$ cat config.mk
export PLATFORM = sky130hd
export DESIGN_NAME = plcagc_regs
export DESIGN_NICKNAME = d
export VERILOG_FILES = /design/src/include/plcagc_pkg.sv /design/src/plcagc_regs.sv /design/src/plcagc_win.sv
export SDC_FILE = /design/constraint.sdc
export NUM_CORES = 1
export LEC_CHECK = 0
export BUFFER_PORTS_ARGS = -buffer_cell sky130_fd_sc_hd__buf_4
export CELL_PAD_IN_SITES_DETAIL_PLACEMENT = 0
export CELL_PAD_IN_SITES_GLOBAL_PLACEMENT = 2
export CORE_MARGIN = 2
export CORE_UTILIZATION = 39
export CTS_CLUSTER_DIAMETER = 80
export DETAILED_ROUTE_END_ITERATION = 10
export HOLD_SLACK_MARGIN = 0.03
export PLACE_DENSITY_LB_ADDON = 0.1
export SLEW_MARGIN = 25
export SYNTH_ARGS = -nofsm -noshare
export SYNTH_HDL_FRONTEND = slang
export SYNTH_HIERARCHICAL = 1
export SYNTH_SLANG_ARGS = --single-unit
$ cat constraint.sdc
create_clock -name clock -period 6.36 [get_ports clock]
set_clock_uncertainty 0.2 [all_clocks]
set_input_delay 0.954 -clock clock [delete_from_list [all_inputs] [get_ports clock]]
set_output_delay 0.954 -clock clock [all_outputs]
set_load 0.02 [all_outputs]
$ cat src/include/plcagc_pkg.sv
// Package: register map, field positions and reset values of the PHY status and gain-control registers
package plcagc_pkg;
  // Register offsets (word indices, not byte addresses: byte address is four times the index)
  localparam logic [7:0] STATUS_IDX = 8'h05;
  localparam logic [7:0] FFAC_IDX = 8'h07;
  localparam logic [7:0] DENERGY_IDX = 8'h08;
  localparam logic [7:0] WINLEN_IDX = 8'h09;
  localparam logic [7:0] CTL_IDX = 8'h10;
  localparam logic [7:0] IST_IDX = 8'h11;
  localparam logic [7:0] IMSK_IDX = 8'h12;
  // Status bit positions
  localparam int CRC_BIT = 7;
  localparam int ATT_BIT = 8;
  localparam int FEC_BIT = 9;
  // Control bit positions
  localparam int CTL_AGC_EN_BIT = 0;
  localparam int CTL_START_BIT = 1;
  localparam int CTL_RXRST_BIT = 2;
  // Interrupt status bit positions
  localparam int IRQ_RXDONE_BIT = 0;
  localparam int IRQ_LOCK_BIT = 1;
  localparam int IRQ_UPD_BIT = 2;
  // Reset values
  localparam logic [15:0] FFAC_RST = 16'h007c;
  localparam logic [15:0] DENERGY_RST = 16'h00f0;
  localparam logic [15:0] WINLEN_RST = 16'h00ff;
  localparam logic [15:0] STATUS_RST = 16'h0000;
  localparam logic [15:0] ZERO16 = 16'h0000;
  localparam logic [2:0] CTL_RST = 3'h0;
  localparam logic [2:0] IRQ_RST = 3'h0;
  // Receive states
  typedef enum logic [1:0] {PLCAGC_IDLE, PLCAGC_WAIT, PLCAGC_LOCK} plcagc_rx_e;
endpackage

$ cat src/plcagc_regs.sv
// PHY status flags and gain-control register bank
// Contract
// - Checksum flag high when CRC16 passed
// - Attenuation flag follows gain direction when enabled
// - Attenuation flag reads zero when disabled
// - FEC flag high while buffer holds frame
// - Unstarted frame waits; next frame locks
// - Receive reset clears the lockup
// - Forget factor resets 007Ch, read/write
// - Desired energy resets 00F0h, read/write
// - Window length resets 00FFh
// - Window length sets gain update interval
// - Status register writes change nothing
//
// Design decision made here: the plain strobed port.
`timescale 1ns/1ns
`default_nettype none
module plcagc_regs (
  // Clock, reset, enable
  input wire logic clock,
  input wire logic rst,
  input wire logic ce,
  // Register port
  input wire logic [7:0] addr,
  input wire logic [15:0] wdata,
  input wire logic wr,
  input wire logic rd,
  output logic [15:0] rdata,
  // Receive path pins (asynchronous)
  input wire logic frame_done,
  input wire logic frame_crc_ok,
  input wire logic fec_loaded,
  input wire logic fec_drained,
  input wire logic gain_attenuating,
  // Gain control outputs
  output logic [15:0] forget_factor_field,
  output logic [15:0] desired_energy_field,
  output logic [15:0] window_length_field,
  output logic agc_enable,
  output logic gain_update,
  // Receive control outputs
  output logic frame_start_bit,
  output logic rx_locked,
  // Interrupt
  output logic irq
);
  // Input synchronisers
  logic [4:0] sync1_reg;
  logic [4:0] sync2_reg;
  logic done_d_reg;
  logic drained_d_reg;
  logic done_rise;
  logic drained_rise;
  always_ff @(posedge clock or posedge rst) begin
    if (rst) begin
      sync1_reg <= 5'h00;
      sync2_reg <= 5'h00;
      done_d_reg <= 1'b0;
      drained_d_reg <= 1'b0;
    end else if (ce) begin
      sync1_reg <= {gain_attenuating, fec_drained, fec_loaded, frame_crc_ok, frame_done};
      sync2_reg <= sync1_reg;
      done_d_reg <= sync2_reg[0];
      drained_d_reg <= sync2_reg[3];
    end
  end
  assign done_rise = sync2_reg[0] && !done_d_reg;
  assign drained_rise = sync2_reg[3] && !drained_d_reg;

  // Register state
  logic [15:0] ffac_reg;
  logic [15:0] ffac_next;
  logic [15:0] denergy_reg;
  logic [15:0] denergy_next;
  logic [15:0] winlen_reg;
  logic [15:0] winlen_next;
  logic [2:0] ctl_reg;
  logic [2:0] ctl_next;
  logic [2:0] ist_reg;
  logic [2:0] ist_next;
  logic [2:0] imsk_reg;
  logic [2:0] imsk_next;
  // Status flag state
  logic crc_reg;
  logic crc_next;
  logic fec_reg;
  logic fec_next;
  logic att_reg;
  logic att_next;
  // Read data and receive state
  logic [15:0] rdata_next;
  plcagc_pkg::plcagc_rx_e rx_reg;
  plcagc_pkg::plcagc_rx_e rx_next;
  // Decoded write strobes
  logic wr_ffac;
  logic wr_denergy;
  logic wr_winlen;
  logic wr_ctl;
  logic wr_ist;
  logic wr_imsk;
  // Control pulses and helpers
  logic rx_reset;
  logic start_req;
  logic [15:0] status_val;
  logic [2:0] ev;
  logic win_tick;

  assign wr_ffac = wr && (addr == plcagc_pkg::FFAC_IDX);
  assign wr_denergy = wr && (addr == plcagc_pkg::DENERGY_IDX);
  assign wr_winlen = wr && (addr == plcagc_pkg::WINLEN_IDX);
  assign wr_ctl = wr && (addr == plcagc_pkg::CTL_IDX);
  assign wr_ist = wr && (addr == plcagc_pkg::IST_IDX);
  assign wr_imsk = wr && (addr == plcagc_pkg::IMSK_IDX);
  assign rx_reset = wr_ctl && wdata[plcagc_pkg::CTL_RXRST_BIT];
  assign start_req = wr_ctl && wdata[plcagc_pkg::CTL_START_BIT];

  // Configuration registers
  always_comb begin
    ffac_next = wr_ffac ? wdata : ffac_reg;
    denergy_next = wr_denergy ? wdata : denergy_reg;
    winlen_next = wr_winlen ? wdata : winlen_reg;
    imsk_next = wr_imsk ? wdata[2:0] : imsk_reg;
    // Enable bit holds its value between writes
    ctl_next = {1'b0, 1'b0, ctl_reg[plcagc_pkg::CTL_AGC_EN_BIT]};
    if (wr_ctl) begin
      ctl_next[plcagc_pkg::CTL_AGC_EN_BIT] = wdata[plcagc_pkg::CTL_AGC_EN_BIT];
    end
    // Start and receive reset are one-cycle pulses
    ctl_next[plcagc_pkg::CTL_START_BIT] = start_req;
    ctl_next[plcagc_pkg::CTL_RXRST_BIT] = rx_reset;
  end

  // Status flags
  always_comb begin
    crc_next = crc_reg;
    fec_next = fec_reg;
    if (done_rise) begin
      crc_next = sync2_reg[1];
    end
    // buffer occupancy flag
    // Occupied level beats a drain edge in the same cycle
    if (sync2_reg[2]) begin
      fec_next = 1'b1;
    end else if (drained_rise) begin
      fec_next = 1'b0;
    end
    // receive reset drops stale frame flags
    if (rx_reset) begin
      fec_next = 1'b0;
      crc_next = 1'b0;
    end
    att_next = ctl_reg[plcagc_pkg::CTL_AGC_EN_BIT] ? sync2_reg[4] : 1'b0;
  end

  // Receive handshake
  always_comb begin
    rx_next = rx_reg;
    ev = 3'h0;
    case (rx_reg)
      plcagc_pkg::PLCAGC_IDLE: begin
        if (done_rise) begin
          rx_next = plcagc_pkg::PLCAGC_WAIT;
          ev[plcagc_pkg::IRQ_RXDONE_BIT] = 1'b1;
        end
      end
      // wait for start, second frame locks
      plcagc_pkg::PLCAGC_WAIT: begin
        if (start_req) begin
          rx_next = plcagc_pkg::PLCAGC_IDLE;
        end else if (done_rise) begin
          rx_next = plcagc_pkg::PLCAGC_LOCK;
          ev[plcagc_pkg::IRQ_LOCK_BIT] = 1'b1;
        end
      end
      plcagc_pkg::PLCAGC_LOCK: begin
        rx_next = plcagc_pkg::PLCAGC_LOCK;
      end
      default: begin
        rx_next = plcagc_pkg::PLCAGC_IDLE;
      end
    endcase
    if (rx_reset) begin
      rx_next = plcagc_pkg::PLCAGC_IDLE;
    end
    ev[plcagc_pkg::IRQ_UPD_BIT] = win_tick;
  end

  // Interrupt status
  always_comb begin
    // Sticky status: set wins over write-one clear
    ist_next = ist_reg;
    if (wr_ist) begin
      ist_next = ist_reg & ~wdata[2:0];
    end
    ist_next = ist_next | ev;
  end

  plcagc_win u_win (
    .clock(clock),
    .rst(rst),
    .ce(ce),
    .run(ctl_reg[plcagc_pkg::CTL_AGC_EN_BIT]),
    .length(winlen_reg),
    .tick(win_tick)
  );

  always_comb begin
    status_val = plcagc_pkg::STATUS_RST;
    status_val[plcagc_pkg::CRC_BIT] = crc_reg;
    status_val[plcagc_pkg::ATT_BIT] = att_reg;
    status_val[plcagc_pkg::FEC_BIT] = fec_reg;
    // Read data returns to zero when no read is pending
    rdata_next = plcagc_pkg::ZERO16;
    if (rd) begin
      case (addr)
        plcagc_pkg::STATUS_IDX: rdata_next = status_val;
        plcagc_pkg::FFAC_IDX: rdata_next = ffac_reg;
        plcagc_pkg::DENERGY_IDX: rdata_next = denergy_reg;
        plcagc_pkg::WINLEN_IDX: rdata_next = winlen_reg;
        plcagc_pkg::CTL_IDX: rdata_next = {13'h0000, ctl_reg};
        plcagc_pkg::IST_IDX: rdata_next = {13'h0000, ist_reg};
        plcagc_pkg::IMSK_IDX: rdata_next = {13'h0000, imsk_reg};
        default: rdata_next = plcagc_pkg::ZERO16;
      endcase
    end
  end

  always_ff @(posedge clock or posedge rst) begin
    if (rst) begin
      ffac_reg <= plcagc_pkg::FFAC_RST;
      denergy_reg <= plcagc_pkg::DENERGY_RST;
      winlen_reg <= plcagc_pkg::WINLEN_RST;
      ctl_reg <= plcagc_pkg::CTL_RST;
      ist_reg <= plcagc_pkg::IRQ_RST;
      imsk_reg <= plcagc_pkg::IRQ_RST;
      crc_reg <= 1'b0;
      fec_reg <= 1'b0;
      att_reg <= 1'b0;
      rx_reg <= plcagc_pkg::PLCAGC_IDLE;
      rdata <= plcagc_pkg::ZERO16;
    end else if (ce) begin
      ffac_reg <= ffac_next;
      denergy_reg <= denergy_next;
      winlen_reg <= winlen_next;
      ctl_reg <= ctl_next;
      ist_reg <= ist_next;
      imsk_reg <= imsk_next;
      crc_reg <= crc_next;
      fec_reg <= fec_next;
      att_reg <= att_next;
      rx_reg <= rx_next;
      rdata <= rdata_next;
    end
  end

  // Field copies for the gain-control datapath
  assign forget_factor_field = ffac_reg;
  assign desired_energy_field = denergy_reg;
  assign window_length_field = winlen_reg;
  // Control and receive state outputs
  assign agc_enable = ctl_reg[plcagc_pkg::CTL_AGC_EN_BIT];
  assign gain_update = win_tick;
  assign frame_start_bit = ctl_reg[plcagc_pkg::CTL_START_BIT];
  assign rx_locked = (rx_reg == plcagc_pkg::PLCAGC_LOCK);
  assign irq = |(ist_reg & imsk_reg);
endmodule // plcagc_regs
`default_nettype wire

$ cat src/plcagc_win.sv
// Window interval counter for gain updates
`timescale 1ns/1ns
`default_nettype none
module plcagc_win (
  // Clock and reset
  input wire logic clock,
  input wire logic rst,
  input wire logic ce,
  // Control
  input wire logic run,
  input wire logic [15:0] length,
  // Pulse when a window ends
  output logic tick
);
  logic [15:0] cnt_reg;
  logic [15:0] cnt_next;
  logic tick_next;
  always_comb begin
    cnt_next = cnt_reg;
    tick_next = 1'b0;
    if (!run) begin
      cnt_next = plcagc_pkg::ZERO16;
    end else if (cnt_reg >= length) begin
      cnt_next = plcagc_pkg::ZERO16;
      tick_next = 1'b1;
    end else begin
      cnt_next = cnt_reg + 16'h0001;
    end
  end
  always_ff @(posedge clock or posedge rst) begin
    if (rst) begin
      cnt_reg <= plcagc_pkg::ZERO16;
      tick <= 1'b0;
    end else if (ce) begin
      cnt_reg <= cnt_next;
      tick <= tick_next;
    end
  end
endmodule // plcagc_win
`default_nettype wire

==> impl_results.md <==
- Gpl congestion: 0.799
- Final Worst Setup Slack: between 3 and 4 ns
- # rows: 43
- Synth-to-layout area growth: 20.4%
- Die H: ~120 um
- Hold endpoint: sync2_reg[2]
- Via/cell ratio: 5.47
- Root Driver: clkbuf_16
- Worst-skew pair later-pin latency: 0.35 ns
- Post-route setup TNS: 0 ns
- Syn_nets: 530
- Wirelength per Cell: just over 20 um
- Status: complete, no violations
- Sequential share of the synthesized area: 0.484
- Tightest Pin Transition: just over 0.9 ns
- Cells after synthesis: 479
- Register bit total from synthesis: 107
- CTS tree: built
- Req. time, crit path: approximately 6.4 ns
- RSZ-0062 raised after global routing: no
- Reg2reg path depth: 8
- GRT Overall Usage: 0.210
- Top cells by area, synth: dfrtp_1 (40%), mux2_2 (13%), dfstp_2 (8.0%)
- CP arrival: roughly 3.1 ns
- Syn_area_per_cell: 11.6 sq um
- Setup Fix Bufs, Post-CTS: 0
- Antenna Cells: 0
- Setup violators final: 0
- Cell variety after synth: 63
- Ys flop type: dfrtp_1
- Max FO, Critical Path: 56
- Power after layout: 1.47 mW
- Initial DRC count: around 240
- Reg-to-reg endpoint: u_win/cnt_reg[9]
- Layout cells sized above 1: 0.392
- CTS max path bufs: 2
- Drt pass-1 iters: 4
- Fmax: about 0.33 GHz
- Yosys top cell area share: 0.404
- Post-synth EDFFs: 0
- Slew HR: 0.378
- Hold Crit Class: reg -> reg
- Number of CTS-inserted buffers: 9
- Die X: 124 um
- Leakage: ~3.0 nW
- Fin crit share: 0.481
- Startpoint Class: input pin
- Reg2reg start: window_length_field[2]
- Post-Route WL: about 15 mm
- Cts hold-fix bufs: 0
- Mapped cell area: around 5600 sq um
- Most frequent cells after synthesis: dfrtp_1 (90), mux2_2 (65), inv_1 (48)
- Power per cell area: 220 nW/um^2
- Most common cell in the netlist: dfrtp_1
- H-tree Lvls: 3
- Yosys warnings: 6
- Port buffer count: between 100 and 150
- Worst-path clk slew: roughly 0.070 ns
- CORE AREA: approximately 14000 sq um
- ANT nets after route: 0
- Critical path class: in -> reg
- # nets final: 622
- Largest area contributor in the netlist: dfrtp_1
- VDD IR-drop max: ~0.11 mV
- Detailed Place HPWL: ~11 mm
- Asr flop ratio synth: 1.00
- Initial Util: 0.400
- Hold Path Depth: 1
- Top Ports: 103
- Critical Path Sink Type: flop
- # Max-Cap Violations: 0
- # resized after CTS: 0
- Clock sinks: 107
- Hold Startpoint: sync1_reg[2]
- Vias post-DR: between 4000 and 5000
- Final hold vios: 0
- Congestion Overflow GR: 0
- Minimum clock period: ~3.1 ns
- Global-route wire length before repair: about 24 mm
- Number of global-route vias before repair: 4133
- Drc violations: 0
- Pre-CTS WS: 2.92 ns
- Die ar.: between 15000 and 20000 sq um
- Initial antenna violation count: 0
- Fin. max-slew vios: 0
- Reg2reg setup slack: 3.48 ns
- Pin count of the biggest net entering global routing: 64
## where the power goes
group | leakage [nW] | switching [mW] | internal, mW | total, mW
logic | 1.53 | 0.106 | 0.0811 | 0.187
registers | 1.38 | 0.0309 | 0.717 | 0.748
clock network | 0.128 | 0.270 | 0.268 | 0.538
## how the worst max path moves through the flow
stage / to / from / slack, ns
after CTS: window_length_field[11] / ce / 3.30
after detailed placement: window_length_field[11] / ce / 2.92
after global routing: desired_energy_field[0] / ce / 3.14
after floorplan: att_reg / rst / 2.90
final: window_length_field[11] / ce / 3.30
after global placement: window_length_field[14] / ce / 2.99
## kinds of logic after synthesis
family	share of synthesized area
flops	0.484
buf+inv	0.0586
compound gates	0.119
fa+ha+maj	0.0382
mux	0.171
simple gates	0.118
xor+xnor	0.0110
## critical path: stages
cell and delay [ns]:
buf_4 0.51, and2_1 0.32, nand3_2 0.13, nor2_2 0.73
mux2_2 0.42
## per-layer routing
layer / up-vias / part of all wire / global-route usage
met3: 13 / 0.053 / 0.0337
met5: - / 0 / 0
met1: 2044 / 0.50 / 0.316
met2: 127 / 0.44 / 0.311
met4: 0 / 0.013 / 0.0611
li1: 1948 / - / -
## area by class of cell
cell class                 count  area (sq um)
clock buffer                   9           225
clock inverter                 7          50.0
fill                        1287          7220
inverter                      49           185
multi-input combinational    301          2550
sequential                   107          2700
tap                          180           225
timing repair buffer         103           773
## through the flow
step	instances	hold slack [ns]	area, sq um	util
2_1_floorplan	479	0.262	5570	-
3_3_place_gp	740	0.281	6430	0.461
3_5_place_dp	740	0.292	6430	0.462
4_1_cts	756	0.310	6710	0.482
5_1_grt	756	0.331	6710	0.482
6_report	756	0.305	6710	0.482
## layout by cell type (no fill, tap or decap), types with 4 or more instances in the layout
| master | instances |
|---|---|
| nor3_1 | 8 |
| ha_1 | 17 |
| inv_1 | 47 |
| o21ai_0 | 8 |
| nor2_1 | 10 |
| nand4b_1 | 4 |
| dfrtp_1 | 90 |
| a32o_1 | 4 |
| mux2i_1 | 7 |
| nand2_1 | 15 |
| a211oi_1 | 6 |
| xnor2_1 | 7 |
| mux2_2 | 65 |
| nor2b_1 | 6 |
| and3_1 | 7 |
| clkbuf_16 | 9 |
| o22ai_1 | 21 |
| nand3_1 | 13 |
| mux2_4 | 10 |
| a31oi_1 | 10 |
| buf_4 | 103 |
| nand3b_1 | 7 |
| a22oi_1 | 11 |
| o2bb2ai_1 | 5 |
| a21oi_1 | 10 |
| dfstp_2 | 17 |
Note: power is estimated with default switching activity, not from simulation.
